### config.mk
export PLATFORM = sky130hd
export DESIGN_NAME = cell_clock_select
export DESIGN_NICKNAME = d
export VERILOG_FILES = /design/src/shared/cell_pkg.sv /design/src/hdl/cell_clock_select.sv
export VERILOG_INCLUDE_DIRS = /design/src /design/src/shared
export SDC_FILE = /design/constraint.sdc
export NUM_CORES = 1
export LEC_CHECK = 0
export BUFFER_PORTS_ARGS = -buffer_cell sky130_fd_sc_hd__buf_2
export CORE_ASPECT_RATIO = 0.75
export CORE_UTILIZATION = 55
export CTS_BUF_LIST = sky130_fd_sc_hd__clkbuf_4
export CTS_CLUSTER_SIZE = 12
export DETAILED_ROUTE_END_ITERATION = 7
export PLACE_DENSITY = 0.8
export SETUP_SLACK_MARGIN = 0.3
export SLEW_MARGIN = 25
export SYNTH_ARGS = -nofsm -noshare
export SYNTH_HDL_FRONTEND = slang
export SYNTH_SLANG_ARGS = --single-unit
### constraint.sdc
create_clock -name clk -period 5.93 [get_ports clk]
set_input_delay 0.593 -clock clk [delete_from_list [all_inputs] [get_ports clk]]
set_output_delay 0.593 -clock clk [all_outputs]
set_load 0.005 [all_outputs]
### src/shared/cell_cfg.svh
// Offsets, field positions and counts for the register cell and clock select block.
// Assumes a 32-bit Avalon-MM register bus with byte addresses.
`ifndef CELL_CFG_SVH
`define CELL_CFG_SVH

`define ADDR_W        5
`define OFF_CONFIG    5'h00
`define OFF_CELL_IN   5'h04
`define OFF_ROUTE     5'h08
`define OFF_FUNC      5'h0c
`define OFF_STATUS    5'h10

`define CFG_W         7
`define CFG_FALLING   0
`define CFG_SEL_LO    1
`define CFG_SEL_HI    2
`define CFG_A_INT     3
`define CFG_B_INT     4
`define CFG_SCAN_RSV  5
`define CFG_INV_B     6
`define CFG_RESET     7'h00

`define IN_W          13
`define IN_DATA       9
`define IN_DB         10
`define IN_INT_A      11
`define IN_INT_B      12
`define IN_RESET      13'h0000

`define STEER_N       9
`define ROUTE_W       18
`define ROUTE_RESET   18'h00000
`define FUNC_RESET    32'h00000000

`define HW_SKIP       2'h3

`endif

### src/shared/cell_pkg.sv
// Types shared by the register cell and clock select block.
// Assumes cell_cfg.svh carries the numeric constants.
package cell_pkg;

    typedef enum logic [1:0] {
        CLK_HARD     = 2'b00,
        CLK_ROUTED_A = 2'b01,
        CLK_ROUTED_B = 2'b10
    } clk_src_t;

    typedef enum logic [1:0] {
        SRC_SOFT     = 2'b00,
        SRC_ROUTED_A = 2'b01,
        SRC_ROUTED_B = 2'b10
    } route_src_t;

endpackage

### src/hdl/cell_clock_select.sv
// Register cell, combinatorial cell and paired-cell flop with their clock networks.
// Assumes clk runs at 50 MHz and all clock pins are slower, asynchronous inputs.
//
// The address map and the Avalon-MM interface to the registers were decided locally.
`timescale 1ns/10ps
`include "cell_cfg.svh"

module cell_clock_select (
    // Clock and reset
    input  wire logic        clk,
    input  wire logic        reset,
    // Avalon-MM slave
    input  wire logic [4:0]  address,
    input  wire logic        read,
    input  wire logic        write,
    input  wire logic [31:0] writedata,
    output logic      [31:0] readdata,
    output logic             waitrequest,
    // Clock pins
    input  wire logic        hardwired_clock_pin,
    input  wire logic        routed_clock_a_pin,
    input  wire logic        routed_clock_b_pin,
    input  wire logic        scan_reset_pin,
    // Cell outputs
    output logic             cell_q,
    output logic             comb_out,
    output logic             paired_cell_flop,
    output logic             io_enable
);

    logic [`CFG_W-1:0]    config_r;
    logic [`IN_W-1:0]     cell_in_r;
    logic [`ROUTE_W-1:0]  route_r;
    logic [31:0]          func_r;
    logic [31:0]          readdata_r;
    logic                 wait_r;
    logic [1:0]           hw_cnt_r;
    logic                 cell_q_r;
    logic                 comb_out_r;
    logic                 paired_r;
    logic                 io_enable_r;

    // Three-stage pin synchronisers; index 0 hardwired, 1 pin A, 2 pin B, 3 scan reset.
    logic [3:0]           sync1_r;
    logic [3:0]           sync2_r;
    logic [3:0]           sync3_r;
    logic [3:0]           level_r;
    wire  [3:0]           pin_in = {scan_reset_pin, routed_clock_b_pin,
                                    routed_clock_a_pin, hardwired_clock_pin};

    genvar g;
    generate
        for (g = 0; g < 4; g++) begin : g_sync
            always_ff @(posedge clk or posedge reset) begin
                if (reset) begin
                    // The scan reset pin idles high, so no false low is seen after reset.
                    sync1_r[g] <= (g == 3);
                    sync2_r[g] <= (g == 3);
                    sync3_r[g] <= (g == 3);
                    level_r[g] <= (g == 3);
                end else begin
                    sync1_r[g] <= pin_in[g];
                    sync2_r[g] <= sync1_r[g];
                    sync3_r[g] <= sync2_r[g];
                    if (sync2_r[g] == sync3_r[g]) begin
                        level_r[g] <= sync3_r[g];
                    end
                end
            end
        end
    endgenerate

    // Routed networks: pin or internal buffer, then edge detection.
    wire  routed_clock_a = config_r[`CFG_A_INT] ? cell_in_r[`IN_INT_A] : level_r[1];
    wire  routed_clock_b = config_r[`CFG_B_INT] ? cell_in_r[`IN_INT_B] : level_r[2];
    wire  hw_level       = level_r[0];
    wire  [2:0] net_now  = {routed_clock_b, routed_clock_a, hw_level};
    logic [2:0] net_prev_r;
    wire  [2:0] net_rise = net_now & ~net_prev_r;
    wire  [2:0] net_fall = ~net_now & net_prev_r;

    // Start-up suppression lets a slow power-on reset settle before the fast clock acts.
    wire  hw_bypass = config_r[`CFG_SCAN_RSV] & ~level_r[3];
    wire  hw_live   = (hw_cnt_r == `HW_SKIP) | hw_bypass;

    // Steering of routed clocks onto cell inputs; the hardwired net is not offered here.
    logic [`STEER_N-1:0] steered;
    generate
        for (g = 0; g < `STEER_N; g++) begin : g_steer
            wire [1:0] src = route_r[2*g+1:2*g];
            assign steered[g] = (src == cell_pkg::SRC_ROUTED_A) ? routed_clock_a :
                                (src == cell_pkg::SRC_ROUTED_B) ? routed_clock_b :
                                cell_in_r[g];
        end
    endgenerate

    wire  sel_a_low   = steered[0];
    wire  sel_a_high  = steered[1];
    wire  sel_b_low   = steered[2];
    wire  sel_b_high  = steered[3];
    wire  en_sel_0    = steered[4];
    wire  en_sel_1    = steered[5];
    wire  async_preset = steered[6];
    wire  async_clear = steered[7];

    // Clock selection and polarity for the register cell.
    wire  [1:0] clk_sel  = config_r[`CFG_SEL_HI:`CFG_SEL_LO];
    wire  [2:0] net_edge = config_r[`CFG_FALLING] ? net_fall : net_rise;
    logic       sel_edge;
    always_comb begin
        unique case (clk_sel)
            cell_pkg::CLK_HARD:     sel_edge = net_edge[0] & hw_live;
            cell_pkg::CLK_ROUTED_A: sel_edge = net_edge[1];
            cell_pkg::CLK_ROUTED_B: sel_edge = net_edge[2];
            default:                sel_edge = 1'b0;
        endcase
    end
    wire  cell_en  = en_sel_0 | en_sel_1;
    wire  capture  = sel_edge & cell_en;

    // Five-input function table; the fifth input may be inverted.
    wire  inv_b    = cell_in_r[`IN_DB] ^ config_r[`CFG_INV_B];
    wire  [4:0] fn_idx = {inv_b, sel_b_high, sel_b_low, sel_a_high, sel_a_low};
    wire  fn_val   = func_r[fn_idx];

    // Avalon decode.
    wire  hit_cfg  = (address == `OFF_CONFIG);
    wire  hit_in   = (address == `OFF_CELL_IN);
    wire  hit_rt   = (address == `OFF_ROUTE);
    wire  hit_fn   = (address == `OFF_FUNC);
    wire  hit_st   = (address == `OFF_STATUS);
    wire  wr_go    = write & ~wait_r;
    wire  [31:0] status_word = {24'h000000, hw_cnt_r, routed_clock_b, routed_clock_a,
                                hw_live, paired_r, comb_out_r, cell_q_r};
    wire  [31:0] rd_mux = hit_cfg ? {25'h0, config_r} :
                          hit_in  ? {19'h0, cell_in_r} :
                          hit_rt  ? {14'h0, route_r} :
                          hit_fn  ? func_r :
                          hit_st  ? status_word : 32'h00000000;

    // One wait cycle for every access keeps read data registered.
    always_ff @(posedge clk or posedge reset) begin
        if (reset) begin
            wait_r     <= 1'b1;
            readdata_r <= 32'h00000000;
        end else begin
            wait_r     <= ~((read | write) & wait_r);
            if (read & wait_r) begin
                readdata_r <= rd_mux;
            end
        end
    end

    always_ff @(posedge clk or posedge reset) begin
        if (reset) begin
            config_r  <= `CFG_RESET;
            cell_in_r <= `IN_RESET;
            route_r   <= `ROUTE_RESET;
            func_r    <= `FUNC_RESET;
        end else if (wr_go) begin
            if (hit_cfg) config_r  <= writedata[`CFG_W-1:0];
            if (hit_in)  cell_in_r <= writedata[`IN_W-1:0];
            if (hit_rt)  route_r   <= writedata[`ROUTE_W-1:0];
            if (hit_fn)  func_r    <= writedata;
        end
    end

    // Start-up counter counts hardwired rising edges until live.
    always_ff @(posedge clk or posedge reset) begin
        if (reset) begin
            hw_cnt_r   <= 2'h0;
            net_prev_r <= 3'h0;
        end else begin
            net_prev_r <= net_now;
            if (net_rise[0] && hw_cnt_r != `HW_SKIP) begin
                hw_cnt_r <= hw_cnt_r + 2'h1;
            end
        end
    end

    // Register cell; clear and preset act on the next clk edge without waiting for the selected clock edge.
    always_ff @(posedge clk or posedge reset) begin
        if (reset) begin
            cell_q_r <= 1'b0;
            paired_r <= 1'b0;
        end else begin
            if (async_clear) begin
                cell_q_r <= 1'b0;
                paired_r <= 1'b0;
            end else if (async_preset) begin
                cell_q_r <= 1'b1;
                paired_r <= 1'b1;
            end else if (capture) begin
                cell_q_r <= cell_in_r[`IN_DATA];
                paired_r <= fn_val;
            end
        end
    end

    always_ff @(posedge clk or posedge reset) begin
        if (reset) begin
            comb_out_r  <= 1'b0;
            io_enable_r <= 1'b0;
        end else begin
            comb_out_r  <= fn_val;
            io_enable_r <= steered[8];
        end
    end

    assign readdata         = readdata_r;
    assign waitrequest      = wait_r;
    assign cell_q           = cell_q_r;
    assign comb_out         = comb_out_r;
    assign paired_cell_flop = paired_r;
    assign io_enable        = io_enable_r;

    // Checks.
    AST_CLEAR_WINS: assert property (@(posedge clk) disable iff (reset)
        async_clear |=> !cell_q_r && !paired_r)
        else $error("Clear did not force both flops low.");
    AST_PRESET: assert property (@(posedge clk) disable iff (reset)
        async_preset && !async_clear |=> cell_q_r)
        else $error("Preset did not set the cell.");
    AST_HOLD_NO_EN: assert property (@(posedge clk) disable iff (reset)
        !cell_en && !async_clear && !async_preset |=> $stable(cell_q_r))
        else $error("Cell changed without enable.");
    AST_EDGE_POL: assert property (@(posedge clk) disable iff (reset)
        clk_sel == cell_pkg::CLK_ROUTED_A && config_r[`CFG_FALLING]
        |-> sel_edge == net_fall[1])
        else $error("Falling-edge cell mistook its clock edge.");
    AST_SEL_B: assert property (@(posedge clk) disable iff (reset)
        cell_en && !async_clear && !async_preset && clk_sel == cell_pkg::CLK_ROUTED_B
        && !config_r[`CFG_FALLING] && net_rise[2]
        |=> cell_q_r == $past(cell_in_r[`IN_DATA]))
        else $error("Routed B edge did not capture data.");
    AST_STARTUP: assert property (@(posedge clk) disable iff (reset)
        clk_sel == cell_pkg::CLK_HARD && hw_cnt_r != `HW_SKIP && !hw_bypass |-> !sel_edge)
        else $error("Hardwired clock acted during start-up.");
    AST_BYPASS: assert property (@(posedge clk) disable iff (reset)
        config_r[`CFG_SCAN_RSV] && !level_r[3] && clk_sel == cell_pkg::CLK_HARD
        && !config_r[`CFG_FALLING] && net_rise[0] |-> sel_edge)
        else $error("Bypass did not enable hardwired clock.");
    AST_INT_A: assert property (@(posedge clk) disable iff (reset)
        config_r[`CFG_A_INT] |-> routed_clock_a == cell_in_r[`IN_INT_A])
        else $error("Routed A not driven from internal buffer.");
    AST_STEER: assert property (@(posedge clk) disable iff (reset)
        route_r[17:16] == cell_pkg::SRC_ROUTED_B |=> io_enable_r == $past(routed_clock_b))
        else $error("Output enable did not follow routed B.");
    AST_FUNC: assert property (@(posedge clk) disable iff (reset)
        1'b1 |=> comb_out_r == $past(func_r[fn_idx]))
        else $error("Combinatorial output wrong.");
    AST_WAIT: assert property (@(posedge clk) disable iff (reset)
        (read || write) && wait_r |=> !wait_r ##1 wait_r)
        else $error("Wait request sequence wrong.");

endmodule // cell_clock_select

==> results of run 1 <==
-- cells by family (layout without fill, tap and decap cells) --
logic type                 Yosys count  count (layout)  synth area share [%]
adders and majority gates            5               5                0.9105
xor gates and xnor gates             4               4                0.6071
muxes                               90              90                 17.52
AOI/OAI and AO/OA                  100             100                 11.84
DFF                                128             128                 55.60
buffers and inverters               33             125                 2.753
and+or+nand+nor                    126             126                 10.77
-- worst reg2reg max path, delay by kind of cell, from the launching register on --
kind	cells	cell delay [ns]
AND/OR/NAND/NOR	2	0.63
flip-flops	1	0.43
multiplexers	2	0.56
AO/OA/AOI/OAI	4	0.76
buffers and inverters	1	0.24
-- metrics by stage --
| step | cells | worst slack, ns |
|---|---|---|
| floorplan | 486 | 1.933 |
| global placement | 678 | 2.547 |
| CTS | 710 | 2.859 |
| detailed placement | 678 | 2.289 |
| finish | 710 | 2.840 |
| global route | 710 | 2.691 |
-- cell usage in the layout, fill, tap and decap left out, drive strengths merged, types with 3 or more instances in the layout --
cell / synthesis / layout
dfrtp: 123 / 123
buf: 13 / 86
mux2: 82 / 82
nand2: 76 / 76
o21ai: 38 / 38
clkbuf: 13 / 20
a22oi: 16 / 16
clkinv: 0 / 10
mux2i: 8 / 8
a21oi: 8 / 8
nand2b: 7 / 7
inv: 7 / 7
a22o: 7 / 7
nand3: 6 / 6
o22ai: 6 / 6
nor2: 6 / 6
and3: 6 / 6
dfstp: 5 / 5
and2: 5 / 5
a221oi: 5 / 5
nor2b: 4 / 4
a222oi: 4 / 4
maj3: 4 / 4
or2b: 4 / 4
nor3: 3 / 3
xor2: 3 / 3
and2b: 3 / 3
a31oi: 3 / 3
-- flip-flops by register name (all words and copies together), names as in the netlist --
signal / flops
net_prev_r: 3
sync1_r: 4
io_enable: 1
level_r: 3
paired_cell_flop: 1
readdata: 32
comb_out: 1
sync3_r: 4
hw_cnt_r: 2
cell_q: 1
func_r: 32
hw_level: 1
config_r: 7
waitrequest: 1
route_r: 18
cell_in_r: 13
sync2_r: 4
-- layer usage --
layer,global-route usage (%),part of all wire (%)
met2,38.27,45
met1,38.51,45
met4,9.259,1.7
met3,7.702,8.0
met5,0,0
-- area by class of cell --
cell class | instances | area [um2]
sequential | 128 | 3209
inverter | 7 | 28.78
timing repair buffer | 86 | 442.9
tap | 132 | 165.2
clock buffer | 20 | 150.1
clock inverter | 12 | 100.1
multi-input combinational | 325 | 2404
fill | 787 | 3430
-- final timing paths --
kind | from | to | slack (ns) | cells past startpoint
max | address[4] | func_r[31] | 2.84 | 6
min | scan_reset_pin | sync1_r[3] | 0.13 | 1
max reg2reg | config_r[4] | paired_cell_flop | 3.18 | 9
min reg2reg | sync1_r[2] | sync2_r[2] | 0.36 | 0
max in group asynchronous | reset | func_r[14] | 4.49 | 3
min in group asynchronous | reset | readdata[4] | 0.24 | 2
-- power by group --
group	leakage, nW	internal, W	switching [W]	total [W]
Combinational	1.34	0.000193	0.000210	0.000403
Sequential	1.68	0.000975	0.0000992	0.00107
Clock	0.141	0.000251	0.000295	0.000546
Total	3.16	0.00142	0.000604	0.00202
==> flow_summary.yaml, run 1 <==
grt:
  grt_pass1_wl_mm: 21.93
  antenna_found_initial: 0
  overflow: 0
  grt_util_all_layers_pct: 26.64
  grt_start_max_net_pins: 77
  grt_pass1_vias: 4216
synthesis:
  yosysWarnings: 0
  ys_types: 56
  synth_edf_count: 0
  yosysMostFrequentCell: "dfrtp_1"
  synthTopCellsByArea: "dfrtp_1 53%, mux2_2 16%, nand2_1 4.9%"
  synth.top_cells.by_count: "123 x dfrtp_1, 80 x mux2_2, 76 x nand2_1"
  async_flop_share_pct: 100.0
  seq_area_frac_synth_pct: 55.60
  yosys_most_used_dff: "dfrtp_1"
  synth_top_area_share_pct: 53.33
  ys_ff_latch: 128
  syn_area_um2: 5772
  synth_area_leader_cell: "dfrtp_1"
  avgSynthCellArea_um2: 11.88
  postSynthNetCount: 532
  syn_inst: 486
clock_network:
  root_buffer: "clkbuf_4"
  post_cts_buffers: 0
  hold_buffers: 0
  cts_buffers: 17
  clkSinkCount: 128
  cts_tree: "done"
  htree_levels: 4
  clockBufferDepth: 2
  clock_latency_ns: 0.55
  cts_resized: 0
  path_clk_slew_ns: 0.11
floorplan:
  start_util_pct: 58.13
  ios: 82
  dieArea_um2: 10910
  die_w_um: 120.3
  die_height_um: 90.72
  rows: 31
  core_um2: 9930
drt:
  first_iter_violations: 344
  first_pass_iters: 5
  wire_per_inst_um: 18.82
  via_per_inst: 5.918
  ant_nets: 0
  via_count: 4202
  drc: 0
  drt-total-wl_mm: 13.36
cells_and_area:
  post-route-util_pct: 65.46
  area_growth_pct: 12.62
  antenna_cells: 0
  final_net_count: 611
  drive_gt1_share_pct: 37.72
  fin_area_um2: 6500
timing:
  whs_ns: 0.1338
  slew_headroom_pct: 37.22
  max_slew.worst_pin.slew_ns: 0.9417
  drv_slew: 0
  setup_tns_ns: 0
  fin_worst_skew_ns: 0.01547
  rsz0062_at_grt: "false"
  timing.final.crit_period_ns: 3.090
  max_freq_mhz: 323.6
  hold_viol: 0
  finalSetupViolCount: 0
  layout_worst_path_cycle_share_pct: 52.11
worst_setup_path:
  cpPeakStageDelay_ns: 0.89
  critPathCaptureType: "register"
  path_max_fanout: 25
  arrival_ns: 3.52
  worstSetupStartpointType: "input pin"
  worstPathCellList: "buf_2 > nor3_1 > and3_1 > nand2_1 > buf_4 > mux2_2"
  path_buf_inv: 2
  critical_path_class: "in2reg"
  critical_path.top_delay_family: "simple AND/OR/NAND/NOR gates"
  cp.required_ns: 6.36
  cp_slowest_cell: "and3_1"
placed_design:
  dp_hpwl_mm: 9.558
  place.gp.congestion: 0.8600
  place_area_um2: 6250
  io_buffers: 81
power:
  total_power_w: 0.002024
  cellPowerDensity_nw_per_um2: 311.4
  p_leak_nw: 3.162
  ir_worst_vdd_mv: 0.2579
hold_path:
  hold_class: "in2reg"
run_status:
  status: "completed"
job:
  maxCapViolations: 0
(Power assumes the default switching activity.)
==> inputs of run 2 (changes only) <==
==> constraint.sdc (replaced) <==
create_clock -name clk -period 3.1 [get_ports clk]
set_input_delay 0.31 -clock clk [delete_from_list [all_inputs] [get_ports clk]]
set_output_delay 0.31 -clock clk [all_outputs]
set_load 0.005 [all_outputs]
==> run 2 against run 1 <==
Net effect:
- wire length up 6.2%
- clock skew rose by 0.0060 ns
- via count up 2.8%
- sequential cell count did not move
- core utilization rose by 3.0 points
- critical path depth up 2
- final cell count up 3.1%
- power is 100% higher
==> flow_summary.yaml, run 2 (synthesized netlist as in run 1, its figures left out) <==
run_status:
  status: "completed"
clock_network:
  post_cts_buffers: 0
  htree_levels: 4
  cts_buffers: 17
  root_buffer: "clkbuf_4"
  clockBufferDepth: 2
  path_clk_slew_ns: 0.12
  clock_latency_ns: 0.52
  clkSinkCount: 128
  cts_tree: "done"
grt:
  grt_use_met1_pct: 40.16
  grt_start_max_net_pins: 47
  grt_util_all_layers_pct: 28.02
  grt_pass1_wl_mm: 23.01
  grt_util_met2_pct: 42.15
  grt_pass1_vias: 4281
  overflow: 0
  busiest_layer: "met2"
  antenna_found_initial: 0
  use_met3_pct: 8.144
cells_and_area:
  post-route-util_pct: 68.45
  final_net_count: 633
  drive_gt1_share_pct: 38.50
  antenna_cells: 0
  fill_cells: 736
  ff_latch_area_um2: 3209
  area_growth_pct: 17.75
  final_common_cell: "dfrtp_1"
  stdcell_count: 732
  final_cell_mix: "123 x dfrtp_1, 81 x buf_2, 80 x mux2_2, 76 x nand2_1, 38 x o21ai_0"
  multi_input_area_um2: 2407
floorplan:
  ios: 82
  rows: 31
  die_w_um: 120.3
  dieArea_um2: 10910
  start_util_pct: 58.13
  die_height_um: 90.72
  core_um2: 9930
drt:
  drc: 0
  ant_nets: 0
  wire_per_inst_um: 19.39
  via_count: 4320
  via_per_inst: 5.902
  first_pass_iters: 5
  first_iter_violations: 318
  drt-total-wl_mm: 14.20
worst_setup_path:
  cp.required_ns: 3.51
  critPathCaptureType: "register"
  reg2reg_to: "paired_cell_flop"
  worstRegToRegCells: 8
  path_max_fanout: 13
  reg2reg_slack_ns: 0.50
  rr_startpoint: "config_r[3]"
  worstSetupStartpointType: "register"
  critical_path_class: "reg2reg"
  arrival_ns: 3.01
placed_design:
  dp_hpwl_mm: 10.11
  place.gp.congestion: 0.9695
  dp.cells: 684
  io_buffers: 81
timing:
  rsz0062_at_grt: "false"
  whs_ns: 0.03381
  max_freq_mhz: 385.0
  setup_tns_ns: 0
  hold_viol: 0
  finalSetupViolCount: 0
  slew_headroom_pct: 41.93
  timing.final.crit_period_ns: 2.597
  drv_slew: 0
  layout_worst_path_cycle_share_pct: 83.78
  max_slew.worst_pin.slew_ns: 0.8692
  fin_worst_skew_ns: 0.02146
power:
  p_leak_nw: 3.297
  ir_worst_vdd_mv: 0.4153
  cellPowerDensity_nw_per_um2: 604.0
  total_power_w: 0.004105
hold_path:
  hold_class: "in2reg"
  holdPathStages: 2
  hold_path_startpoint: "writedata[16]"
  hold_path_end: "func_r[16]"
job:
  maxCapViolations: 0
-- run 2: area by class of cell --
class                           instances  area share [%]
Multi-Input combinational cell        325           35.42
Tap cell                              132           2.430
Clock buffer                           19           2.099
Sequential cell                       128           47.22
Inverter                                7          0.4418
Timing Repair Buffer                  108           9.904
Clock inverter                         13           2.485
-- run 2: worst max-delay path by stage --
stage | slack, ns | end | startpoint
4_1_cts | 0.44 | paired_cell_flop | config_r[4]
6_report | 0.50 | paired_cell_flop | config_r[3]
3_3_place_gp | 0.67 | paired_cell_flop | config_r[4]
2_1_floorplan | 0.93 | paired_cell_flop | config_r[4]
5_1_grt | 0.35 | paired_cell_flop | config_r[3]
3_5_place_dp | 0.45 | paired_cell_flop | config_r[4]
-- run 2: per-layer routing --
layer | vias up | wire, um
li1 | 1960 | -
met5 | - | 0
met3 | 25 | 1225
met1 | 2130 | 6349
met2 | 205 | 6430
met4 | 0 | 191
-- run 2: metrics by stage --
step	area [um2]	setup WS, ns
after detailed placement	6321	0.4492
final	6797	0.5028
after floorplan	5776	0.9284
after CTS	6763	0.4444
after global placement	6321	0.6688
after global routing	6797	0.3527
-- run 2: where the power goes --
group / leakage [nW] / internal [W] / total (W) / switching [W]
combinational: 1.44 / 0.000391 / 0.000792 / 0.000401
clock: 0.171 / 0.000647 / 0.00124 / 0.000597
sequential: 1.68 / 0.00187 / 0.00207 / 0.000203
total: 3.30 / 0.00290 / 0.00411 / 0.00120
-- run 2: worst max-delay path, cell delays in order, from the launching register on --
cell,delay [ns]
dfrtp_1,0.39
mux2i_1,0.43
o22ai_1,0.23
nor2_4,0.33
mux2i_1,0.13
a2111oi_0,0.49
a22o_2,0.22
nor4_2,0.04
a311oi_1,0.22
-- run 2: timing repair --
action | in CTS | in global routing
endpoints found under the setup margin | 0 | 1
hold buffers | 13 | 3
endpoints found under the hold margin | 44 | 3
resized for setup | 0 | 1
==> inputs of run 3 (changes only) <==
--- a/config.mk
+++ b/config.mk
@@ -8,11 +8,11 @@
 export LEC_CHECK = 0
 export BUFFER_PORTS_ARGS = -buffer_cell sky130_fd_sc_hd__buf_2
 export CORE_ASPECT_RATIO = 0.75
-export CORE_UTILIZATION = 55
+export CORE_UTILIZATION = 54
 export CTS_BUF_LIST = sky130_fd_sc_hd__clkbuf_4
 export CTS_CLUSTER_SIZE = 12
 export DETAILED_ROUTE_END_ITERATION = 7
-export PLACE_DENSITY = 0.8
+export PLACE_DENSITY = 0.82
 export SETUP_SLACK_MARGIN = 0.3
 export SLEW_MARGIN = 25
 export SYNTH_ARGS = -nofsm -noshare
==> constraint.sdc (replaced) <==
create_clock -name clk -period 2.17 [get_ports clk]
set_input_delay 0.217 -clock clk [delete_from_list [all_inputs] [get_ports clk]]
set_output_delay 0.217 -clock clk [all_outputs]
set_load 0.005 [all_outputs]
==> run 3 against run 2 <==
Net effect:
- the run now ends with negative setup slack left
- sequential power rose by 43%
- die area rose by 1.8%
- sequential share of layout area fell by 3.4 points
- power rose by 43%
- non-clock buffer count rose by 57
- clock skew fell by 0.0069 ns
- final area rose by 7.8%
- core utilization rose by 2.5 points
- sequential cell count did not move
- highest routed layer unchanged
==> flow_summary.yaml, run 3 (synthesized netlist as in run 1, its figures left out) <==
grt:
  antenna_found_initial: 0
  overflow: 0
  grt_util_all_layers_pct: 29.09
  grt_pass1_wl_mm: 24.08
  grt_start_max_net_pins: 129
  grt_pass1_vias: 4624
run_status:
  violations: "negative setup slack"
  status: "finished with violations"
cells_and_area:
  stdcell_count: 792
  fill_cells: 739
  final_common_cell: "dfrtp_1"
  final_net_count: 690
  antenna_cells: 0
  area_growth_pct: 26.97
  drive_gt1_share_pct: 42.38
  final_cell_mix: "123 x dfrtp_1, 81 x buf_2, 80 x mux2_2, 75 x nand2_1"
  post-route-util_pct: 70.94
worst_setup_path:
  critical_path_class: "reg2reg"
  path_max_fanout: 5
  arrival_ns: 2.71
  critPathCaptureType: "register"
  cp.required_ns: 2.55
  worstSetupStartpointType: "register"
power:
  internal_power_w: 0.004052
  seqPwrFrac_pct: 50.4
  pwr-share-comb_pct: 25.7
  switching_share_pct: 31.01
  cellPowerDensity_nw_per_um2: 801.4
  pwr-share-clk_pct: 23.9
  ir_worst_vdd_mv: 0.4896
  power_switching_w: 0.001821
  p_leak_nw: 3.539
  total_power_w: 0.005873
floorplan:
  core_um2: 10330
  die_w_um: 121.4
  die_height_um: 91.54
  rows: 32
  start_util_pct: 55.87
  ios: 82
  dieArea_um2: 11110
clock_network:
  path_clk_slew_ns: 0.10
  cts_tree: "done"
  clock_latency_ns: 0.52
  clockBufferDepth: 2
  clkSinkCount: 128
  root_buffer: "clkbuf_4"
  htree_levels: 4
  cts_buffers: 17
job:
  maxCapViolations: 0
timing:
  rsz0062_at_grt: "true"
  max_freq_mhz: 428.7
  slew_headroom_pct: 54.55
  timing.final.crit_period_ns: 2.333
  fin_worst_skew_ns: 0.01452
  setup_slack_ns: -0.1626
  finalSetupViolCount: 3
  layout_worst_path_cycle_share_pct: 107.5
  drv_slew: 0
  max_slew.worst_pin.slew_ns: 0.6817
  hold_viol: 0
  setup_tns_ns: -0.3136
placed_design:
  place.gp.congestion: 0.8819
  io_buffers: 81
  dp.cells: 717
  dp_hpwl_mm: 10.46
drt:
  wire_per_inst_um: 19.01
  via_per_inst: 5.774
  first_pass_iters: 5
  ant_nets: 0
  drc: 0
  drt-total-wl_mm: 15.05
  via_count: 4573
  first_iter_violations: 380
hold_path:
  hold_class: "in2reg"
## run 3: cell types whose count changed in the layout (fill, tap and decap cells not counted), sizes merged
cell	delta
buf	+34
bufinv	-3
clkbuf	+2
dlygate4sd3	+23
## run 3: worst max-delay path, stage by stage (launching register included)
cell	delay, ns
dfrtp_1	0.41
mux2i_1	0.13
buf_4	0.16
a2bb2oi_2	0.15
and2_4	0.20
mux2_4	0.31
o2111ai_2	0.21
o22ai_2	0.13
nor4_4	0.35
a311oi_2	0.15
## run 3: layout make-up
cell class | count | area (um2) | area share [%]
Tap cell | 136 | 170.2 | 2.322
Sequential cell | 128 | 3209 | 43.79
Multi-Input combinational cell | 325 | 2507 | 34.22
Inverter | 7 | 30.03 | 0.4098
Clock buffer | 21 | 157.7 | 2.151
Clock inverter | 10 | 71.32 | 0.9732
Timing Repair Buffer | 165 | 1182 | 16.13
## run 3: power groups by stage
stage	clock network [W]	registers, W	logic, W
after floorplan	0	0.00288	0.000858
after global placement	0	0.00297	0.00123
after detailed placement	0	0.00299	0.00127
after CTS	0.00143	0.00295	0.00145
after global routing	0.00153	0.00299	0.00162
final	0.00140	0.00296	0.00151
## run 3: what timing repair did
item,CTS,global route
hold buffers,38,1
endpoints found under the hold margin,194,2
setup endpoints to repair,3,4
pin swaps,10,3
buffers inserted,5,0
resized for setup,20,7
## run 3: final timing paths
path	from	end	slack [ns]	depth (start not counted)
setup reg to reg	config_r[3]	paired_cell_flop	-0.16	9
max in group asynchronous	reset	route_r[16]	1.22	4
hold reg to reg	sync1_r[0]	sync2_r[0]	0.35	0
setup / recovery	config_r[3]	paired_cell_flop	-0.16	9
hold / removal	read	readdata[8]	0.17	3
min in group asynchronous	reset	readdata[5]	0.44	4
## run 3: metrics by stage
stage	area [um2]	hold WS, ns	setup slack (ns)
detailed placement	6575	0.3254	-0.2702
floorplan	5794	0.2215	0.09358
finish	7328	0.1729	-0.1626
global placement	6575	0.3217	-0.1399
global route	7328	0.1589	-0.2486
CTS	7296	0.01686	-0.09099
## run 3: metal layers
layer / vias up / global-route usage (%) / part of all wire, % / routed length, um
li1: 2067 / - / - / -
met1: 2265 / 40.51 / 43 / 6535
met2: 213 / 45.03 / 47 / 7062
met3: 28 / 6.595 / 7.7 / 1162
met4: 0 / 9.362 / 1.9 / 292
met5: - / 0 / 0 / 0
